**config.mk**
```make
export PLATFORM = sky130hd
export DESIGN_NAME = rail_ctrl
export DESIGN_NICKNAME = d
export VERILOG_FILES = /design/src/rail_ctrl.v /design/src/slew_timer.v /design/src/rail_loop.v
export VERILOG_INCLUDE_DIRS = /design/src /design/src/src
export SDC_FILE = /design/constraint.sdc
export NUM_CORES = 1
export LEC_CHECK = 0
export ABC_AREA = 1
export BUFFER_PORTS_ARGS = -buffer_cell sky130_fd_sc_hd__buf_2
export CORE_ASPECT_RATIO = 1.5
export CORE_MARGIN = 10
export CORE_UTILIZATION = 65
export DETAILED_ROUTE_END_ITERATION = 16
export GPL_ROUTABILITY_DRIVEN = 0
export GPL_TIMING_DRIVEN = 1
export PLACE_DENSITY = 0.93
export SETUP_SLACK_MARGIN = 0.1
export SYNTH_ARGS = -nofsm -noshare
export SYNTH_HDL_FRONTEND = slang
export SYNTH_HIERARCHICAL = 1
export SYNTH_SLANG_ARGS = --single-unit
```
**constraint.sdc**
```tcl
create_clock -name clk -period 7.96 [get_ports clk]
set_input_delay 0.398 -clock clk [delete_from_list [all_inputs] [get_ports clk]]
set_output_delay 0.398 -clock clk [all_outputs]
set_load 0.01 [all_outputs]
```
**src/rail_ctrl_consts.vh**
```
// Purpose: constants for the two-rail enable and setpoint control block
// Assumes: 125 MHz core clock, 10-bit reference DAC
// Notes: offsets are word indices on the plain register port
`ifndef RAIL_CTRL_CONSTS_VH
`define RAIL_CTRL_CONSTS_VH

// register indices
`define REG_ON_OFF 4'h0
`define REG_OPERATION 4'h1
`define REG_VID_SETUP 4'h2
`define REG_VOUT_NOM 4'h3
`define REG_VOUT_HIGH 4'h4
`define REG_VOUT_LOW 4'h5
`define REG_VOUT_VID 4'h6
`define REG_GAIN_BANKS 4'h7
`define REG_SAMPLE_POINT 4'h8
`define REG_GOOD_CTRL 4'h9
`define REG_STATUS 4'hA
`define REG_DAC_R1 4'hB
`define REG_DAC_R2 4'hC

// on/off method codes, one 3-bit field per rail
`define ONOFF_OFF 3'h0
`define ONOFF_AUTO 3'h1
`define ONOFF_PIN 3'h2
`define ONOFF_CMD 3'h3
`define ONOFF_BOTH 3'h4
`define ONOFF_POL_BIT 6
`define ONOFF_RESET 7'h49

// run-state fields per rail byte: run, select[2:1], suppress[3]
`define OP_RUN_BIT 0
`define OP_SEL_LSB 1
`define OP_SUPP_BIT 3
`define SEL_NOMINAL 2'h0
`define SEL_HIGH 2'h1
`define SEL_LOW 2'h2
`define OP_RESET 16'h0000

// bank fields: ramp[1:0], regulate[3:2], light[5:4] per rail
`define GAIN_RESET 12'hAAA
`define BANK_RAMP 2'h0
`define BANK_REG 2'h1
`define BANK_LIGHT 2'h2

`define DAC_MAX 10'h3FF
`define VOUT_RESET 10'h000
`define SAMPLE_RESET 8'h40
`define PERIOD_CYCLES 8'hFA

// error converter clamp
`define ERR_MAX 6'sh1F
`define ERR_MIN 6'sh20

// slew: 0.156 V/ms; one 1 mV DAC step every 6.41 us
`define CLK_MHZ 125
`define SLEW_UV_PER_MS 156
`define SLEW_STEP_CYCLES ((`CLK_MHZ * 1000000) / (`SLEW_UV_PER_MS * 1000))

`endif

```
**src/rail_ctrl.v**
```verilog
// Purpose: two-rail enable, good and setpoint control
// Assumes: one clock, synchronous inputs, plain register port
// Notes: good pins are open drain, enable high pulls low
`timescale 1ns/10ps
`include "rail_ctrl_consts.vh"
module rail_ctrl (
  input wire clk,
  input wire srst,
  input wire [3:0] addr,
  input wire [31:0] wdata,
  input wire wr,
  input wire rd,
  output reg [31:0] rdata,
  input wire bus_control_pin,
  input wire [1:0] rail_enable_pin,
  input wire [1:0] ramping,
  input wire [1:0] light_load,
  input wire [1:0] rail_in_window,
  input wire signed [11:0] sense_positive_1,
  input wire signed [11:0] sense_negative_1,
  input wire signed [11:0] sense_positive_2,
  input wire signed [11:0] sense_negative_2,
  output reg [1:0] rail_on,
  output reg [1:0] fault_suppress,
  output reg [1:0] rail_good_indicator_oe,
  output reg [1:0] rail_good_indicator_out,
  output reg all_rails_good_oe,
  output reg all_rails_good_out,
  output reg [11:0] err_codes,
  output reg [19:0] dac_values
);
  reg [6:0] on_off;
  reg [15:0] operation;
  reg [1:0] vid_setup;
  reg [9:0] vout_nom [0:1];
  reg [9:0] vout_high [0:1];
  reg [9:0] vout_low [0:1];
  reg [9:0] vout_vid [0:1];
  reg [11:0] gain_banks;
  reg [7:0] sample_point;
  reg [1:0] good_mask;
  reg [1:0] next_on;
  reg [9:0] setpoint [0:1];
  reg [1:0] gain_sel [0:1];
  reg [1:0] good;
  wire [9:0] dac_1;
  wire [9:0] dac_2;
  wire signed [5:0] err_1;
  wire signed [5:0] err_2;
  wire [1:0] sat;
  wire [1:0] strobe;
  wire pin_active;
  wire [1:0] en_active;
  integer i;
  integer j;

  assign pin_active = bus_control_pin ^ ~on_off[`ONOFF_POL_BIT];
  assign en_active = rail_enable_pin ^ {2{~on_off[`ONOFF_POL_BIT]}};

  always @* begin
    for (i = 0; i < 2; i = i + 1) begin
      case (on_off[i*3 +: 3])
        `ONOFF_OFF: next_on[i] = 1'b0;
        `ONOFF_AUTO: next_on[i] = 1'b1;
        `ONOFF_PIN: next_on[i] = pin_active & en_active[i];
        `ONOFF_CMD: next_on[i] = operation[i*8 + `OP_RUN_BIT];
        `ONOFF_BOTH: next_on[i] = pin_active & en_active[i] &
                                  operation[i*8 + `OP_RUN_BIT];
        default: next_on[i] = 1'b0;
      endcase
      if (vid_setup[i]) begin
        setpoint[i] = vout_vid[i];
      end else begin
        case (operation[i*8 + `OP_SEL_LSB +: 2])
          `SEL_HIGH: setpoint[i] = vout_high[i];
          `SEL_LOW: setpoint[i] = vout_low[i];
          default: setpoint[i] = vout_nom[i];
        endcase
      end
      if (ramping[i])
        gain_sel[i] = gain_banks[i*6 +: 2];
      else if (light_load[i])
        gain_sel[i] = gain_banks[i*6 + 4 +: 2];
      else
        gain_sel[i] = gain_banks[i*6 + 2 +: 2];
      good[i] = rail_on[i] & rail_in_window[i] & ~sat[i] & good_mask[i];
    end
  end

  rail_loop u_rail_1 (
    .clk(clk),
    .srst(srst),
    .on(rail_on[0]),
    .setpoint(setpoint[0]),
    .gain_code(gain_sel[0]),
    .sample_point(sample_point),
    .sense_positive(sense_positive_1),
    .sense_negative(sense_negative_1),
    .dac(dac_1),
    .err_code(err_1),
    .saturated(sat[0]),
    .sample_strobe(strobe[0])
  );

  rail_loop u_rail_2 (
    .clk(clk),
    .srst(srst),
    .on(rail_on[1]),
    .setpoint(setpoint[1]),
    .gain_code(gain_sel[1]),
    .sample_point(sample_point),
    .sense_positive(sense_positive_2),
    .sense_negative(sense_negative_2),
    .dac(dac_2),
    .err_code(err_2),
    .saturated(sat[1]),
    .sample_strobe(strobe[1])
  );

  always @(posedge clk) begin
    if (srst) begin
      on_off <= `ONOFF_RESET;
      operation <= `OP_RESET;
      vid_setup <= 2'h0;
      vout_nom[0] <= `VOUT_RESET;
      vout_nom[1] <= `VOUT_RESET;
      vout_high[0] <= `VOUT_RESET;
      vout_high[1] <= `VOUT_RESET;
      vout_low[0] <= `VOUT_RESET;
      vout_low[1] <= `VOUT_RESET;
      vout_vid[0] <= `VOUT_RESET;
      vout_vid[1] <= `VOUT_RESET;
      gain_banks <= `GAIN_RESET;
      sample_point <= `SAMPLE_RESET;
      good_mask <= 2'h3;
    end else if (wr) begin
      case (addr)
        `REG_ON_OFF: on_off <= wdata[6:0];
        `REG_OPERATION: operation <= wdata[15:0];
        `REG_VID_SETUP: vid_setup <= wdata[1:0];
        `REG_VOUT_NOM: begin
          vout_nom[0] <= wdata[9:0];
          vout_nom[1] <= wdata[25:16];
        end
        `REG_VOUT_HIGH: begin
          vout_high[0] <= wdata[9:0];
          vout_high[1] <= wdata[25:16];
        end
        `REG_VOUT_LOW: begin
          vout_low[0] <= wdata[9:0];
          vout_low[1] <= wdata[25:16];
        end
        `REG_VOUT_VID: begin
          vout_vid[0] <= wdata[9:0];
          vout_vid[1] <= wdata[25:16];
        end
        `REG_GAIN_BANKS: gain_banks <= wdata[11:0];
        `REG_SAMPLE_POINT: sample_point <= wdata[7:0];
        `REG_GOOD_CTRL: good_mask <= wdata[1:0];
        default: ;
      endcase
    end
  end

  // read data stand in the cycle after the strobe only
  always @(posedge clk) begin
    if (srst || !rd) begin
      rdata <= 32'h00000000;
    end else begin
      case (addr)
        `REG_ON_OFF: rdata <= {25'h0, on_off};
        `REG_OPERATION: rdata <= {16'h0, operation};
        `REG_VID_SETUP: rdata <= {30'h0, vid_setup};
        `REG_VOUT_NOM: rdata <= {6'h0, vout_nom[1], 6'h0, vout_nom[0]};
        `REG_VOUT_HIGH: rdata <= {6'h0, vout_high[1], 6'h0, vout_high[0]};
        `REG_VOUT_LOW: rdata <= {6'h0, vout_low[1], 6'h0, vout_low[0]};
        `REG_VOUT_VID: rdata <= {6'h0, vout_vid[1], 6'h0, vout_vid[0]};
        `REG_GAIN_BANKS: rdata <= {20'h0, gain_banks};
        `REG_SAMPLE_POINT: rdata <= {24'h0, sample_point};
        `REG_GOOD_CTRL: rdata <= {30'h0, good_mask};
        `REG_STATUS: rdata <= {10'h000, err_2, err_1, 4'h0, sat,
                               rail_good_indicator_oe, rail_on};
        `REG_DAC_R1: rdata <= {22'h0, dac_1};
        `REG_DAC_R2: rdata <= {22'h0, dac_2};
        default: rdata <= 32'h00000000;
      endcase
    end
  end

  always @(posedge clk) begin
    if (srst) begin
      rail_on <= 2'h0;
      fault_suppress <= 2'h0;
      rail_good_indicator_oe <= 2'h3;
      rail_good_indicator_out <= 2'h0;
      all_rails_good_oe <= 1'b1;
      all_rails_good_out <= 1'b0;
      err_codes <= 12'h000;
      dac_values <= 20'h00000;
    end else begin
      rail_on <= next_on;
      for (j = 0; j < 2; j = j + 1)
        fault_suppress[j] <= operation[j*8 + `OP_SUPP_BIT] &
          (operation[j*8 + `OP_SEL_LSB +: 2] != `SEL_NOMINAL);
      rail_good_indicator_oe <= ~good;
      rail_good_indicator_out <= 2'h0;
      all_rails_good_oe <= ~(&good);
      all_rails_good_out <= 1'b0;
      err_codes <= {err_2, err_1};
      dac_values <= {dac_2, dac_1};
    end
  end
endmodule // rail_ctrl

```
**src/slew_timer.v**
```verilog
// Purpose: periodic tick for reference slewing
// Assumes: synchronous reset
// Notes: runs only while enabled, restarts on release
`timescale 1ns/10ps
module slew_timer #(
  parameter PERIOD = 801
) (
  input wire clk,
  input wire srst,
  input wire run,
  output reg tick
);
  reg [15:0] count;

  always @(posedge clk) begin
    if (srst || !run) begin
      count <= 16'h0000;
      tick <= 1'b0;
    end else if (count == PERIOD[15:0] - 16'h0001) begin
      count <= 16'h0000;
      tick <= 1'b1;
    end else begin
      count <= count + 16'h0001;
      tick <= 1'b0;
    end
  end
endmodule // slew_timer

```
**src/rail_loop.v**
```verilog
// Purpose: one rail's error path: sample, subtract, gain, clamp, slew
// Assumes: sense inputs are signed mV codes synchronous to clk
// Notes: reference is a 10-bit DAC in 1 mV units
`timescale 1ns/10ps
`include "rail_ctrl_consts.vh"
module rail_loop (
  input wire clk,
  input wire srst,
  input wire on,
  input wire [9:0] setpoint,
  input wire [1:0] gain_code,
  input wire [7:0] sample_point,
  input wire signed [11:0] sense_positive,
  input wire signed [11:0] sense_negative,
  output reg [9:0] dac,
  output reg signed [5:0] err_code,
  output reg saturated,
  output reg sample_strobe
);
  reg [7:0] phase;
  reg signed [12:0] sampled;
  reg signed [13:0] diff;
  reg signed [13:0] scaled;
  wire tick;

  slew_timer #(.PERIOD(`SLEW_STEP_CYCLES)) u_tick (
    .clk(clk),
    .srst(srst),
    .run(saturated),
    .tick(tick)
  );

  // scaled error in LSBs: 8,4,2,1 mV per LSB for codes 0..3
  always @* begin
    diff = {{4{1'b0}}, dac} - {sampled[12], sampled};
    case (gain_code)
      2'h0: scaled = diff >>> 3;
      2'h1: scaled = diff >>> 2;
      2'h2: scaled = diff >>> 1;
      default: scaled = diff;
    endcase
  end

  always @(posedge clk) begin
    if (srst) begin
      phase <= 8'h00;
      sampled <= 13'sh0000;
      err_code <= 6'sh00;
      saturated <= 1'b0;
      sample_strobe <= 1'b0;
      dac <= `VOUT_RESET;
    end else begin
      phase <= (phase == `PERIOD_CYCLES - 8'h01) ? 8'h00 : phase + 8'h01;
      sample_strobe <= (phase == sample_point);
      if (phase == sample_point) begin
        sampled <= {sense_positive[11], sense_positive} -
                   {sense_negative[11], sense_negative};
      end
      if (scaled > 14'sd31) begin
        err_code <= `ERR_MAX;
        saturated <= 1'b1;
      end else if (scaled < -14'sd32) begin
        err_code <= `ERR_MIN;
        saturated <= 1'b1;
      end else begin
        err_code <= scaled[5:0];
        saturated <= 1'b0;
      end
      if (!on) begin
        dac <= setpoint;
      end else if (saturated) begin
        if (tick && err_code[5] && dac != `DAC_MAX)
          dac <= dac + 10'h001;
        else if (tick && !err_code[5] && dac != 10'h000)
          dac <= dac - 10'h001;
      end else begin
        dac <= setpoint;
      end
    end
  end
endmodule // rail_loop

```
==> impl_metrics.yaml <==
finish:
  post-route-util: 0.726
  area_growth_pct: 10.8
  multi_input_area_mm2: 0.00924
  fin_nets: 2810
  regArea_mm2: 0.00685
  fillerInstances: 1991
  drive_above_1_share: 0.125
  stdcell_count: 2997
  antennaDiodeCount: 0
clock_tree:
  ctsRootBufferMaster: "clkbuf_16"
  clk_pin_slew_worst_paths_ps: 70
  cts-resized-gates: 0
  cts_tree: "yes"
  numCtsBuffers: 28
  htree_levels: 1
  cts_buffer_depth: 3
  clk_latency_ps: 590
  cts_hold_buf: 0
  post-cts-setup-buffer-count: 0
  cts.sinks: 302
worst_setup_path:
  startpoint_type: "register"
  worst-path-buf-inv: 0
  worst-setup-path-type: "reg2reg"
  crit_path_frequent_cell: "nand2_1"
  critical_path_peak_fanout: 11
  required_ps: 8400
  crit_path_top_delay_cell: "o311ai_2"
  end_kind: "register"
  crit_chain: "nand2_1 > o311ai_2 > fa_1 > a21oi_1 > o21ai_0 > nand2_1 > nand2_1 > nand2_1 > nand2_1 > nand2_1 > nand2_1 > a21oi_1 > or2_2 > nand3_1 > a21oi_1"
  cp_top_family: "compound AO/OA/AOI/OAI gates"
  cp_data_arrival_time_ps: 3970
  cp.depth: 15
  max_stage_delay_ps: 910
  reg2reg_depth: 15
die:
  core-area_mm2: 0.0271
  start_util: 0.655
  io_pins: 171
  die-area_mm2: 0.0345
  die_h_um: 222
  die_w_um: 155
  rows: 74
timing:
  finalSetupViolations: 0
  skew_ps: 41.1
  hold_viol: 0
  min_period_over_period: 0.443
  tightest_slew_ps: 1200
  relSlewSlack: 0.199
  timing.final.crit_period_ps: 3530
  maxSlewViolCount: 0
  rsz0062_at_grt: "no"
  tns_ps: 0
  max_freq_mhz: 284
route:
  drc_errors: 0
  vias: 18200
  drt-total-wl_mm: 54.9
  drt.antenna.violating_nets: 0
  drt_iter0_markers: 2420
  wire_per_inst_um: 18.3
  avgViaCountPerCell: 6.09
  first_pass_iters: 8
synthesis:
  syn_inst: 2504
  syn_area_mm2: 0.0178
  yosys_warnings: 6
  syn_avg_cell_area_um2: 7.09
hold_path:
  min_path_cells: 2
  hold_class: "in2reg"
power:
  finalPower_mw: 4.78
  irDropWorstVdd_mv: 0.234
  p_leak_nw: 9.02
  pwr_density_cell_mw_per_mm2: 243
global_route:
  grt_max_degree: 56
  grt_pass1_vias: 17600
  grt.overflow.total: 0
  antenna_found_initial: 0
  grt_usage: 0.303
  grt_pass1_wl_mm: 86.1
place:
  dp_cells: 2945
  numPortBuffers: 155
  dp_hpwl_mm: 39.4
outcome:
  status: "completed"
job:
  maxCapViolations: 0
-- placed cells by master, fill, tap and decap left out, types with 7 or more instances in the layout --
master,count
edfxtp_1,80
nand2_2,26
nor3_1,16
a31oi_1,17
clkbuf_16,28
buf_4,10
a21oi_1,169
inv_2,10
o21bai_1,7
conb_1,9
o21ai_1,7
nand3_2,9
nand3_1,184
o211ai_1,31
xnor2_1,13
nor2_2,35
buf_2,155
xor2_1,33
dfxtp_1,222
nand4_1,39
nand2_1,532
nor2_1,311
inv_1,340
or2_2,17
o22ai_1,18
clkinv_1,9
ha_1,74
o21ai_0,167
-- final cells by class --
type | count | share of cell area
multi-input cells | 1779 | 0.469
flip-flops and latches | 302 | 0.348
inverters | 357 | 0.0681
repair buffers | 165 | 0.0432
clock buffers | 34 | 0.0378
well taps | 342 | 0.0217
clock inverters | 18 | 0.0122
-- registers in the layout (all words and copies together), names as in the netlist, 10 cells and up --
| signal | cells |
|---|---|
| dac_values | 20 |
| err_codes | 12 |
| gain_banks | 12 |
| operation | 16 |
| rdata | 26 |
| u_rail_1/dac | 10 |
| u_rail_1/sampled | 13 |
| u_rail_1/u_tick/count | 16 |
| u_rail_2/dac | 10 |
| u_rail_2/sampled | 13 |
| u_rail_2/u_tick/count | 16 |
| vout_high | 20 |
| vout_low | 20 |
| vout_nom | 20 |
| vout_vid | 20 |
-- path summary, 6_finish.rpt --
check	to	slack [ps]	startpoint
setup / recovery	u_rail_1/dac[8]	4430	u_rail_1/dac[0]
hold / removal	rail_good_indicator_oe[1]	20	rail_in_window[1]
setup reg to reg	u_rail_1/dac[8]	4430	u_rail_1/dac[0]
hold reg to reg	err_codes[4]	420	u_rail_1/err_code[4]
-- stage by stage --
stage | hold WS, ps | cell area (um2) | setup WS [ps]
after floorplan | 403 | 17800 | 5020
after global placement | 411 | 18700 | 4720
after detailed placement | 413 | 18700 | 4560
after CTS | 17.8 | 19700 | 4500
after global routing | 31.6 | 19700 | 4240
final | 19.9 | 19700 | 4430
-- metal layers --
layer / GRT usage / part of all wire / vias to the layer above / routed length [um]
met3: 0.0744 / 0.10 / 376 / 5760
met2: 0.523 / 0.49 / 1246 / 26800
li1: - / - / 8428 / -
met5: 0 / 0 / - / 0
met4: 0.233 / 0.086 / 0 / 4730
met1: 0.306 / 0.32 / 8189 / 17600
-- report_power, final --
| group | internal, mW | switching, mW | total, mW |
|---|---|---|---|
| clock | 0.832 | 0.619 | 1.45 |
| combinational | 0.493 | 1.00 | 1.50 |
| sequential | 1.70 | 0.132 | 1.83 |
Note: power is estimated with default switching activity, not from simulation.
